$ cat config.mk
export PLATFORM = sky130hd
export DESIGN_NAME = ibm_regs
export DESIGN_NICKNAME = d
export VERILOG_FILES = /design/src/ibm_pkg.sv /design/src/ibm_regs.sv
export SDC_FILE = /design/constraint.sdc
export NUM_CORES = 1
export LEC_CHECK = 0
export BUFFER_PORTS_ARGS = -buffer_cell sky130_fd_sc_hd__buf_4
export CAP_MARGIN = 25
export CORE_ASPECT_RATIO = 1.25
export CORE_UTILIZATION = 25
export DETAILED_ROUTE_END_ITERATION = 10
export PLACE_DENSITY_LB_ADDON = 0.3
export SYNTH_ARGS = -nofsm -noshare
export SYNTH_HDL_FRONTEND = slang
export SYNTH_SLANG_ARGS = --single-unit
$ cat constraint.sdc
create_clock -name clk -period 5.8 [get_ports clk]
set_input_delay 1.16 -clock clk [delete_from_list [all_inputs] [get_ports clk]]
set_output_delay 1.16 -clock clk [all_outputs]
set_load 0.05 [all_outputs]
$ cat src/ibm_pkg.sv
// Package: offsets, field layouts and reset values of the in-band management registers
package ibm_pkg;
   localparam logic [11:0] CTRL_OFFSET      = 12'h104;
   localparam logic [11:0] DRIVE_OFFSET     = 12'h10d;
   localparam int          EN_BIT           = 31;
   localparam int          DA_CHECK_BIT     = 30;
   localparam int          SM_RESET_BIT     = 29;
   localparam int          PRIO_LSB         = 22;
   localparam int          PORT_LSB         = 16;
   localparam int          HS_LSB           = 4;
   localparam int          LS_LSB           = 0;
   localparam int          RSV7_BIT         = 7;
   localparam int          RSV3_BIT         = 3;
   localparam logic        DA_CHECK_RESET   = 1'b1;
   localparam logic [1:0]  PRIO_RESET       = 2'h1;
   localparam logic [2:0]  PORT_RESET       = 3'h2;
   localparam logic [15:0] ETYPE_RESET      = 16'h40fe;
   localparam logic [2:0]  HS_RESET         = 3'h6;
   localparam logic [2:0]  LS_RESET         = 3'h2;
   localparam logic [2:0]  PORT_MAX_CODE    = 3'h2;

   // Bus request from software or the in-band command engine
   typedef struct packed {
      logic        wr;
      logic        rd;
      logic [11:0] addr;
      logic [31:0] wdata;
   } ibm_req_t;

   // Status from the frame checker for one received management frame
   typedef struct packed {
      logic frame_valid;
      logic da_match;
      logic tag_match;
   } ibm_rx_t;

   typedef enum logic [1:0] {
      IBM_IDLE,
      IBM_RUN,
      IBM_INIT
   } ibm_state_t;
endpackage

$ cat src/ibm_regs.sv
// In-band management control register bank with drive-strength register
`timescale 1ns/1ps
`default_nettype none
module ibm_regs (
   input  wire logic              clk,
   input  wire logic              reset_n,
   input  wire logic              inband_enable_strap_pin,
   input  wire ibm_pkg::ibm_req_t req,
   output logic [31:0]            rdata,
   output logic                   rvalid,
   input  wire ibm_pkg::ibm_rx_t  rx,
   output logic                   frame_accept,
   output logic                   addr_mismatch_err,
   output logic                   in_band_access_on,
   output logic [1:0]             resp_queue,
   output logic [2:0]             mgmt_port_onehot,
   output logic [15:0]            mgmt_ethertype,
   output logic [2:0]             hs_drive,
   output logic [2:0]             ls_drive,
   output ibm_pkg::ibm_state_t    sm_state
);
   import ibm_pkg::*;

   logic [1:0]  rst_sync_reg;
   logic        rst_n;
   logic        strap_s1_reg, strap_s2_reg;
   logic [1:0]  strap_fill_reg;
   logic        strap_done_reg;
   logic        en_reg;
   logic        da_check_reg;
   logic        sm_reset_reg;
   logic [1:0]  prio_reg;
   logic [2:0]  port_reg;
   logic [15:0] etype_reg;
   logic [7:0]  drive_reg;
   logic        mismatch_reg;
   logic [31:0] rdata_next;
   logic        wr_ctrl, wr_drive;
   ibm_state_t  state_reg;

   // Reset release through two flops so every flop on rst_n leaves reset on the same edge
   always_ff @(posedge clk or negedge reset_n) begin
      if (!reset_n) begin
         rst_sync_reg <= 2'h0;
      end else begin
         rst_sync_reg <= {rst_sync_reg[0], 1'b1};
      end
   end
   assign rst_n = rst_sync_reg[1];

   // Strap pin synchroniser; the pin is asynchronous to clk. The fill chain marks
   // when the second stage holds a real pin sample rather than its reset value.
   always_ff @(posedge clk or negedge rst_n) begin
      if (!rst_n) begin
         strap_s1_reg   <= 1'b0;
         strap_s2_reg   <= 1'b0;
         strap_fill_reg <= 2'h0;
      end else begin
         strap_s1_reg   <= inband_enable_strap_pin;
         strap_s2_reg   <= strap_s1_reg;
         strap_fill_reg <= {strap_fill_reg[0], 1'b1};
      end
   end

   assign wr_ctrl  = req.wr && (req.addr == CTRL_OFFSET);
   assign wr_drive = req.wr && (req.addr == DRIVE_OFFSET);

   // Enable bit: strap caught once after release, software may override later
   always_ff @(posedge clk or negedge rst_n) begin
      if (!rst_n) begin
         en_reg         <= 1'b0;
         strap_done_reg <= 1'b0;
      end else if (wr_ctrl) begin
         en_reg         <= req.wdata[EN_BIT];
         strap_done_reg <= 1'b1;
      end else if (!strap_done_reg && strap_fill_reg[1]) begin
         // Only the second stage is read; capturing earlier would latch a reset zero
         en_reg         <= strap_s2_reg;
         strap_done_reg <= 1'b1;
      end
   end

   // Control fields; reserved positions are not stored at all
   always_ff @(posedge clk or negedge rst_n) begin
      if (!rst_n) begin
         da_check_reg <= DA_CHECK_RESET;
         prio_reg     <= PRIO_RESET;
         port_reg     <= PORT_RESET;
         etype_reg    <= ETYPE_RESET;
      end else if (wr_ctrl) begin
         da_check_reg <= req.wdata[DA_CHECK_BIT];
         prio_reg     <= req.wdata[PRIO_LSB +: 2];
         port_reg     <= req.wdata[PORT_LSB +: 3];
         etype_reg    <= req.wdata[15:0];
      end
   end

   // Self-clearing reset request: set for one cycle per write of one
   always_ff @(posedge clk or negedge rst_n) begin
      if (!rst_n) begin
         sm_reset_reg <= 1'b0;
      end else begin
         sm_reset_reg <= wr_ctrl && req.wdata[SM_RESET_BIT];
      end
   end

   // Management state machine; the reset request wins over any frame activity
   always_ff @(posedge clk or negedge rst_n) begin
      if (!rst_n) begin
         state_reg <= IBM_IDLE;
      end else begin
         unique case (state_reg)
            IBM_INIT: state_reg <= IBM_IDLE;
            IBM_IDLE: begin
               if (sm_reset_reg) state_reg <= IBM_INIT;
               else if (frame_accept) state_reg <= IBM_RUN;
            end
            IBM_RUN: begin
               if (sm_reset_reg) state_reg <= IBM_INIT;
               else state_reg <= IBM_IDLE;
            end
            default: state_reg <= IBM_IDLE;
         endcase
      end
   end
   assign sm_state = state_reg;

   // Drive strength register; reserved bits 7 and 3 are plain read/write
   always_ff @(posedge clk or negedge rst_n) begin
      if (!rst_n) begin
         drive_reg <= {1'b0, HS_RESET, 1'b0, LS_RESET};
      end else if (wr_drive) begin
         drive_reg <= req.wdata[7:0];
      end
   end

   // Frame filter: frames pass only with a valid port and enable set, then the address check applies
   assign frame_accept = rx.frame_valid && in_band_access_on && (port_reg <= PORT_MAX_CODE)
                         && (rx.da_match || !da_check_reg);

   // Mismatch flag; a set in the same cycle as a clear wins
   always_ff @(posedge clk or negedge rst_n) begin
      if (!rst_n) begin
         mismatch_reg <= 1'b0;
      end else if (rx.frame_valid && in_band_access_on && da_check_reg && !rx.da_match) begin
         mismatch_reg <= 1'b1;
      end else if (rx.frame_valid && rx.tag_match) begin
         mismatch_reg <= 1'b0;
      end
   end
   assign addr_mismatch_err = mismatch_reg;

   // Read mux; the self-clearing bit always reads back zero
   always_comb begin
      rdata_next = 32'h0;
      if (req.addr == CTRL_OFFSET) begin
         rdata_next[EN_BIT]          = en_reg;
         rdata_next[DA_CHECK_BIT]    = da_check_reg;
         rdata_next[PRIO_LSB +: 2]   = prio_reg;
         rdata_next[PORT_LSB +: 3]   = port_reg;
         rdata_next[15:0]            = etype_reg;
      end else if (req.addr == DRIVE_OFFSET) begin
         rdata_next[7:0] = drive_reg;
      end
   end

   // Registered read data, answered one cycle after the request
   always_ff @(posedge clk or negedge rst_n) begin
      if (!rst_n) begin
         rdata  <= 32'h0;
         rvalid <= 1'b0;
      end else begin
         rvalid <= req.rd;
         if (req.rd) rdata <= rdata_next;
      end
   end

   assign in_band_access_on = en_reg;
   assign resp_queue        = prio_reg;
   assign mgmt_ethertype    = etype_reg;
   assign hs_drive          = drive_reg[HS_LSB +: 3];
   assign ls_drive          = drive_reg[LS_LSB +: 3];

   // One-hot port select; reserved codes give no port
   always_comb begin
      mgmt_port_onehot = 3'h0;
      if (port_reg <= PORT_MAX_CODE) mgmt_port_onehot[port_reg[1:0]] = 1'b1;
   end
endmodule
`default_nettype wire

==> results of run 1 <==
[per-layer routing]
metal  global-route usage [%]  part of all wire (%)
met1                    12.85                    40
met5                        0                     0
met2                    19.46                    51
met3                    3.065                   6.1
met4                    7.463                   2.8
[cells by family after synthesis]
| kind of cell | after synthesis | synth area share, % |
|---|---|---|
| DFF | 66 | 61.14 |
| muxes | 32 | 14.57 |
| and+or+nand+nor | 32 | 9.578 |
| buffers and inverters | 24 | 6.324 |
| other | 2 | 0.2751 |
| AOI/OAI and AO/OA | 25 | 8.112 |
[cell usage after synthesis]
master    instances
nor4_2            1
nor4b_1           1
dfstp_2          14
mux2_1            8
a21oi_1           1
and3b_1           1
buf_2             3
nor2b_1          10
nor4_4            3
a22o_1           15
and2_1            1
clkbuf_1          2
nand2b_1          2
or3_1             1
or4_1             1
or3b_2            2
or4b_4            1
dfrtp_1          52
nand3_1           2
nand2_1           3
nor3b_1           2
mux2_4           10
o21ai_0           1
nor3_1            1
conb_1            2
a221o_1           8
buf_4            15
inv_1             1
buf_6             3
mux2_2           14
[how the worst min path moves through the flow]
stage / endpoint / slack, ns / cells past startpoint
final: strap_fill_reg[1] / 0.35 / 0
after global routing: strap_fill_reg[1] / 0.35 / 0
after CTS: strap_fill_reg[1] / 0.35 / 0
after detailed placement: strap_fill_reg[1] / 0.34 / 0
after global placement: strap_fill_reg[1] / 0.33 / 0
after floorplan: rst_sync_reg[1] / 0.33 / 0
[power by group through the flow]
| stage | logic, W | clock network [W] | registers [W] |
|---|---|---|---|
| after floorplan | 0.0000324 | 0 | 0.000491 |
| after global placement | 0.0000753 | 0 | 0.000477 |
| after detailed placement | 0.0000762 | 0 | 0.000477 |
| after CTS | 0.0000763 | 0.000607 | 0.000469 |
| after global routing | 0.0000816 | 0.000626 | 0.000469 |
| final | 0.0000746 | 0.000588 | 0.000469 |
[through the flow]
| stage | total power [W] | setup WS [ns] | cell area [um^2] |
|---|---|---|---|
| after floorplan | 0.0005229 | 2.879 | 2764 |
| after global placement | 0.0005521 | 2.040 | 3536 |
| after detailed placement | 0.0005533 | 2.037 | 3536 |
| after CTS | 0.001152 | 2.392 | 3865 |
| after global routing | 0.001177 | 2.315 | 3865 |
| final | 0.001131 | 2.434 | 3865 |
[critical path, cell delays in order]
cell and delay [ns]:
buf_4 0.10, or4_1 0.70, nor4_4 0.81, buf_4 0.40
mux2_2 0.36
[layout by cell type (no fill, tap or decap), types with 8 or more instances in the layout]
cell and count:
dfstp_2 14, dfrtp_1 51, mux2_1 8, clkbuf_16 9, nor2b_1 10, a221o_1 8
buf_4 102, mux2_4 10, a22o_1 15, conb_1 11, mux2_2 14
[layout make-up]
class,instances,area [um^2],share of cell area [%]
Inverter,1,3.754,0.09712
Tap cell,132,165.2,4.273
Sequential cell,66,1670,43.22
Clock buffer,10,239.0,6.183
Clock inverter,6,90.09,2.331
Timing Repair Buffer,102,765.7,19.81
Multi-Input combinational cell,100,930.9,24.09
==> flow_metrics.py, run 1 <==
metrics = {
    "clock_tree": {
        "cts_buffers": 9,
        "htreeDepth": 3,
        "cts_resized": 0,
        "cts_buffer_depth": 2,
        "postCtsHoldBufs": 0,
        "post-cts-setup-buffers": 0,
        "cts_tree": "built",
        "clock_latency_ns": 0.32,
        "clkSinkCount": 66,
        "root_buffer": "clkbuf_16",
        "clk_transition_reported_paths_ns": 0.05,
    },
    "die": {
        "die_area_mm2": 0.01135,
        "dieHeight_um": 118.8,
        "placementRows": 42,
        "die_w_um": 95.47,
        "initial_utilization_pct": 25.72,
        "io_pins": 117,
        "coreArea_mm2": 0.01062,
    },
    "route": {
        "drt_iter0_drc": 24,
        "firstDrtPassIters": 3,
        "vias_per_cell": 4.338,
        "wire_per_inst_um": 14.72,
        "num_vias": 1809,
        "wl_um": 6140,
        "drc": 0,
        "ant_nets": 0,
    },
    "yosys": {
        "postSynthAreaPerCell_um2": 15.08,
        "synth_top_area_share_pct": 47.66,
        "ys_top_cells_by_area": "dfrtp_1 (48%), dfstp_2 (13%), mux2_2 (5.8%), mux2_4 (5.5%), a22o_1 (4.8%)",
        "ys_ff_latch": 66,
        "ys_types": 30,
        "yosysWarningCount": 0,
        "synth_cells": 181,
        "synth_area_mm2": 0.002730,
        "yosysTopAreaCell": "dfrtp_1",
        "yosysSeqAreaShare_pct": 61.14,
    },
    "setup_path": {
        "crit_path_start_kind": "input port",
        "worst_r2r_path_depth": 3,
        "crit_path_start": "req[37]",
        "required_ns": 6.00,
        "critical_path.endpoint": "port_reg[2]",
        "rr_endpoint": "in_band_access_on",
        "cp.arrival_ns": 3.57,
        "r2r_slack_ns": 4.58,
        "crit_path_max_fanout": 17,
        "worstSetupPathType": "input port to flip-flop",
        "r2r_start": "strap_done_reg",
        "worstSetupEndpointType": "flip-flop",
    },
    "global_routing": {
        "track_usage_pct": 11.67,
        "antenna_found_initial": 0,
        "first_global_vias": 1856,
        "grt_max_degree": 65,
        "overflow": 0,
        "grt_pass1_wl_um": 9508,
    },
    "timing": {
        "max_freq_mhz": 297.1,
        "finClkSkew_ns": 0.007187,
        "tns_ns": 0,
        "hold_viol": 0,
        "slew_headroom_pct": 39.24,
        "fin_crit_ns": 3.366,
        "fin_crit_sh_pct": 58.03,
        "slew_violations": 0,
        "rsz0062_at_grt": "no",
        "worstMarginPinSlew_ns": 0.9046,
        "finalSetupViolCount": 0,
        "fin_worst_hold_slack_ns": 0.3459,
    },
    "hold_path": {
        "min_from": "strap_fill_reg[0]",
        "worstHoldPathType": "flip-flop to flip-flop",
    },
    "placed_design": {
        "place_congestion": 0.6328,
        "hpwl_um": 4220,
        "dp.cells": 401,
        "portBuffers": 99,
    },
    "power": {
        "pwr-share-seq_pct": 41.5,
        "power_frac_clock_pct": 51.9,
        "peakVddDrop_uv": 139.1,
        "switchingPower_w": 0.0002489,
        "p_int_w": 0.0008825,
        "switching_share_pct": 22.00,
        "combPwrFrac_pct": 6.6,
        "power_density_mw_per_mm2": 292.7,
        "p_leak_nw": 1.937,
    },
    "layout": {
        "layout.cells.non_filler": 417,
        "antennaDiodeCount": 0,
        "fillCellCount": 1079,
        "finalNetCount": 332,
        "largest_register_ffs": 23,
        "fin_util_pct": 36.41,
        "drive_gt1_share_pct": 57.54,
        "area_delta_synth_final_pct": 41.57,
    },
    "run": {
        "cap_violations": 0,
    },
    "status": {
        "status": "complete, no violations",
    },
}
(Power assumes the default switching activity.)
==> run 2: changes to the inputs <==
- clock period: 5.8 -> 3 ns (I/O delays scaled with it)
==> flow_metrics.py, run 2 (synthesized netlist as in run 1, its figures left out) <==
metrics = {
    "setup_path": {
        "crit_path_start_kind": "input port",
        "worstSetupPathType": "input port to flip-flop",
        "cp.arrival_ns": 2.38,
        "crit_path_max_fanout": 17,
        "worstSetupEndpointType": "flip-flop",
        "r2r_slack_ns": 1.80,
        "required_ns": 3.21,
    },
    "clock_tree": {
        "clk_transition_reported_paths_ns": 0.06,
        "clock_latency_ns": 0.33,
        "cts_buffer_depth": 2,
        "post-cts-setup-buffers": 0,
        "cts_buffers": 9,
        "clkSinkCount": 66,
        "cts_resized": 0,
        "postCtsHoldBufs": 0,
        "cts_tree": "built",
        "htreeDepth": 3,
        "root_buffer": "clkbuf_16",
    },
    "route": {
        "firstDrtPassIters": 4,
        "num_vias": 1827,
        "drt_iter0_drc": 33,
        "wire_per_inst_um": 14.40,
        "wl_um": 6050,
        "ant_nets": 0,
        "drc": 0,
        "vias_per_cell": 4.350,
    },
    "placed_design": {
        "dp.cells": 404,
        "hpwl_um": 4244,
        "place_congestion": 0.6599,
        "place_area_mm2": 0.003558,
        "portBuffers": 99,
    },
    "timing": {
        "fin_crit_sh_pct": 72.27,
        "finClkSkew_ns": 0.007048,
        "slew_violations": 0,
        "tns_ns": 0,
        "finalSetupViolCount": 0,
        "rsz0062_at_grt": "no",
        "hold_viol": 0,
        "fin_crit_ns": 2.168,
        "worstMarginPinSlew_ns": 0.7988,
        "max_freq_mhz": 461.3,
        "slew_headroom_pct": 46.75,
    },
    "layout": {
        "area_delta_synth_final_pct": 41.52,
        "post-route-cell-area_mm2": 0.003864,
        "drive_gt1_share_pct": 57.99,
        "mostFrequentLayoutCell": "buf_4",
        "fillCellCount": 1048,
        "largest_register_ffs": 23,
        "antennaDiodeCount": 0,
        "final_cell_mix": "buf_4 (105), dfrtp_1 (51), a22o_1 (15), mux2_2 (14), dfstp_2 (14)",
        "layout.cells.non_filler": 420,
        "finalNetCount": 335,
    },
    "die": {
        "die_area_mm2": 0.01135,
        "placementRows": 42,
        "initial_utilization_pct": 25.72,
        "die_w_um": 95.47,
        "io_pins": 117,
        "coreArea_mm2": 0.01062,
        "dieHeight_um": 118.8,
    },
    "global_routing": {
        "overflow": 0,
        "antenna_found_initial": 0,
        "first_global_vias": 1910,
        "grt_pass1_wl_um": 9666,
        "track_usage_pct": 11.75,
        "grt_max_degree": 65,
    },
    "hold_path": {
        "worstHoldPathType": "input port to asynchronous set/reset pin",
    },
    "power": {
        "power_density_mw_per_mm2": 545.4,
        "peakVddDrop_uv": 247.5,
        "p_leak_nw": 1.935,
    },
    "run": {
        "cap_violations": 0,
    },
    "status": {
        "status": "complete, no violations",
    },
}
==> run 2: changes by cell type in the layout (fill, tap and decap cells not counted) <==
| cell | previous run | this run |
|---|---|---|
| buf_4 | 102 | 105 |
| bufinv_16 | 2 | 1 |
| clkinv_4 | 2 | 1 |
| clkinvlp_4 | 1 | 3 |
==> run 2: final cells by class <==
type | count | area [um^2] | area share (%)
clock buffer | 10 | 239.0 | 6.185
clock inverter | 6 | 66.31 | 1.716
inverter | 1 | 3.754 | 0.09715
multi-input combinational | 100 | 930.9 | 24.09
sequential | 66 | 1670 | 43.23
tap | 132 | 165.2 | 4.275
timing repair buffer | 105 | 788.3 | 20.40
==> run 2: power by group <==
| part | switching (W) | internal (W) | leakage (nW) |
|---|---|---|---|
| logic | 0.0000905 | 0.0000539 | 0.948 |
| registers | 0.00000505 | 0.000902 | 0.846 |
| clock network | 0.000391 | 0.000665 | 0.141 |
| total | 0.000487 | 0.00162 | 1.94 |
==> run 2: worst paths after layout <==
| path | startpoint | to | depth (start not counted) |
|---|---|---|---|
| worst max-delay path | req[37] | port_reg[0] | 5 |
| worst min-delay path | reset_n | rst_sync_reg[0] | 1 |
| worst max register to register | strap_done_reg | in_band_access_on | 3 |
| worst min register to register | strap_s1_reg | strap_s2_reg | 0 |
| max in group asynchronous | rst_sync_reg[1] | rdata[18] | 1 |
| min in group clk | strap_s1_reg | strap_s2_reg | 0 |
==> run 2: routing by layer <==
metal / GRT usage (%) / wire [um]
met4: 5.317 / 80
met5: 0 / 0
met3: 4.534 / 402
met1: 13.07 / 2489
met2: 19.51 / 3076
==> run 2: through the flow <==
stage | utilization [%] | total power, W | worst slack, ns | hold WS (ns)
2_1_floorplan | - | 0.001011 | 0.6388 | 0.3044
3_3_place_gp | 33.52 | 0.001067 | 0.4717 | 0.3336
3_5_place_dp | 33.52 | 0.001070 | 0.4735 | 0.3365
4_1_cts | 36.40 | 0.002147 | 0.8221 | 0.02505
5_1_grt | 36.40 | 0.002207 | 0.7787 | 0.02008
6_report | 36.40 | 0.002107 | 0.8320 | 0.03746
==> run 2: worst max-delay path, stage by stage <==
cell	delay [ns]
buf_4	0.10
or4_1	0.70
nor4_4	0.28
buf_4	0.31
mux2_2	0.37
==> run 3: changes to the inputs <==
- clock period: 3 -> 2.18 ns (I/O delays scaled with it)
==> flow_metrics.py, run 3 (synthesized netlist as in run 1, its figures left out) <==
metrics = {
    "setup_path": {
        "cp_num_buf_inv": 2,
        "cp_common_cell": "buf_4",
        "slowest_delay_ns": 0.63,
        "cp.arrival_ns": 2.11,
        "path_cells": "buf_4 -> or4_1 -> nor4_4 -> buf_4 -> mux2_1",
        "slowest_stage": "or4_1",
        "required_ns": 2.38,
        "crit_path_start_kind": "input port",
        "worstSetupEndpointType": "flip-flop",
        "crit_family": "simple AND/OR/NAND/NOR gates",
        "crit_path_max_fanout": 12,
        "worstSetupPathType": "input port to flip-flop",
    },
    "layout": {
        "area_delta_synth_final_pct": 43.54,
        "fillCellCount": 1043,
        "finalNetCount": 340,
        "final_cell_mix": "buf_4 (107), dfrtp_1 (51), a22o_1 (15), mux2_2 (14), dfstp_2 (14)",
        "drive_gt1_share_pct": 58.36,
        "regArea_mm2": 0.001670,
        "mostFrequentLayoutCell": "buf_4",
        "largest_register_ffs": 23,
        "multiInputGateArea_um2": 930.9,
        "fin_util_pct": 36.92,
        "antennaDiodeCount": 0,
    },
    "hold_path": {
        "worstHoldPathType": "input port to flip-flop",
    },
    "placed_design": {
        "place_congestion": 0.6802,
        "portBuffers": 99,
        "hpwl_um": 4456,
    },
    "global_routing": {
        "overflow": 0,
        "first_global_vias": 2038,
        "grtUsageMet1_pct": 14.01,
        "antenna_found_initial": 0,
        "grt_pass1_wl_um": 10090,
        "grt_max_degree": 35,
        "gr-usage-met2_pct": 19.64,
        "use_met3_pct": 2.874,
        "busiest_layer": "met2",
        "track_usage_pct": 11.96,
    },
    "status": {
        "status": "complete, no violations",
    },
    "route": {
        "wl_um": 6067,
        "vias_per_cell": 4.322,
        "num_vias": 1837,
        "firstDrtPassIters": 4,
        "wire_per_inst_um": 14.28,
        "drt_iter0_drc": 32,
        "drc": 0,
        "ant_nets": 0,
    },
    "die": {
        "io_pins": 117,
        "die_area_mm2": 0.01135,
        "coreArea_mm2": 0.01062,
        "initial_utilization_pct": 25.72,
        "dieHeight_um": 118.8,
        "placementRows": 42,
        "die_w_um": 95.47,
    },
    "power": {
        "pwr-share-seq_pct": 44.1,
        "switchingPower_w": 0.0006516,
        "power_frac_clock_pct": 49.1,
        "p_int_w": 0.002201,
        "peakVddDrop_uv": 299.4,
        "combPwrFrac_pct": 6.8,
        "total_power_w": 0.002853,
        "power_density_mw_per_mm2": 728.0,
        "p_leak_nw": 1.971,
        "switching_share_pct": 22.84,
    },
    "clock_tree": {
        "postCtsHoldBufs": 1,
        "cts_buffers": 9,
        "cts_resized": 0,
        "cts_buffer_depth": 2,
        "root_buffer": "clkbuf_16",
        "clock_latency_ns": 0.33,
        "cts_tree": "built",
        "clkSinkCount": 66,
        "post-cts-setup-buffers": 0,
        "htreeDepth": 3,
        "clk_transition_reported_paths_ns": 0.06,
    },
    "timing": {
        "fin_crit_ns": 1.908,
        "slew_headroom_pct": 49.29,
        "fin_crit_sh_pct": 87.51,
        "rsz0062_at_grt": "no",
        "hold_viol": 0,
        "finalSetupViolCount": 0,
        "max_freq_mhz": 524.2,
        "slew_violations": 0,
        "worstMarginPinSlew_ns": 0.7606,
        "finClkSkew_ns": 0.007135,
    },
    "run": {
        "cap_violations": 0,
    },
}
-- run 3: changes by cell type in the layout (fill, tap and decap cells not counted), moves of 2 or more --
cell / previous run / this run
clkinvlp_4: 3 / 1
clkinv_2: 1 / 3
buf_4: 105 / 107
buf_12: 0 / 2
-- run 3: cell type report --
| class | count | share of cell area, % |
|---|---|---|
| Inverter | 1 | 0.09579 |
| Tap cell | 132 | 4.215 |
| Timing Repair Buffer | 110 | 21.78 |
| Clock buffer | 9 | 5.747 |
| Clock inverter | 7 | 1.788 |
| Multi-Input combinational cell | 100 | 23.75 |
| Sequential cell | 66 | 42.62 |
-- run 3: power by group through the flow --
stage	Sequential [W]	Combinational (W)	Clock (W)
after floorplan	0.00131	0.0000863	0
after global placement	0.00128	0.000193	0
after detailed placement	0.00128	0.000196	0
after CTS	0.00126	0.000198	0.00146
after global routing	0.00126	0.000209	0.00151
final	0.00126	0.000193	0.00140
-- run 3: final timing paths --
kind                                     end  slack [ns]  cells after the start               startpoint
setup / recovery           mgmt_ethertype[9]        0.27                      5                  req[37]
hold / removal                  strap_s1_reg        0.21                      1  inband_enable_strap_pin
setup reg to reg           in_band_access_on        0.97                      3           strap_done_reg
hold reg to reg                 strap_s1_reg        0.34                      0          rst_sync_reg[1]
max in group asynchronous  mgmt_ethertype[4]        1.13                      1          rst_sync_reg[1]
min in group asynchronous       strap_s1_reg        0.34                      0          rst_sync_reg[1]
-- run 3: per-stage QoR --
step | area, um^2 | hold WS (ns) | setup WS [ns] | setup TNS [ns] | cells
floorplan | 2764 | 0.1404 | 0.004495 | 0 | 190
global placement | 3613 | 0.2201 | -0.06330 | -0.4645 | 408
detailed placement | 3613 | 0.2207 | -0.09567 | -0.8393 | 408
CTS | 3919 | 0.2000 | 0.2628 | 0 | 425
global route | 3919 | 0.1964 | 0.1890 | 0 | 425
finish | 3919 | 0.2148 | 0.2722 | 0 | 425
-- run 3: layer usage --
layer | part of all wire (%) | vias to the layer above
met5 | 0 | -
met4 | 2.1 | 0
met3 | 5.8 | 12
met2 | 50 | 70
met1 | 42 | 911
li1 | - | 844
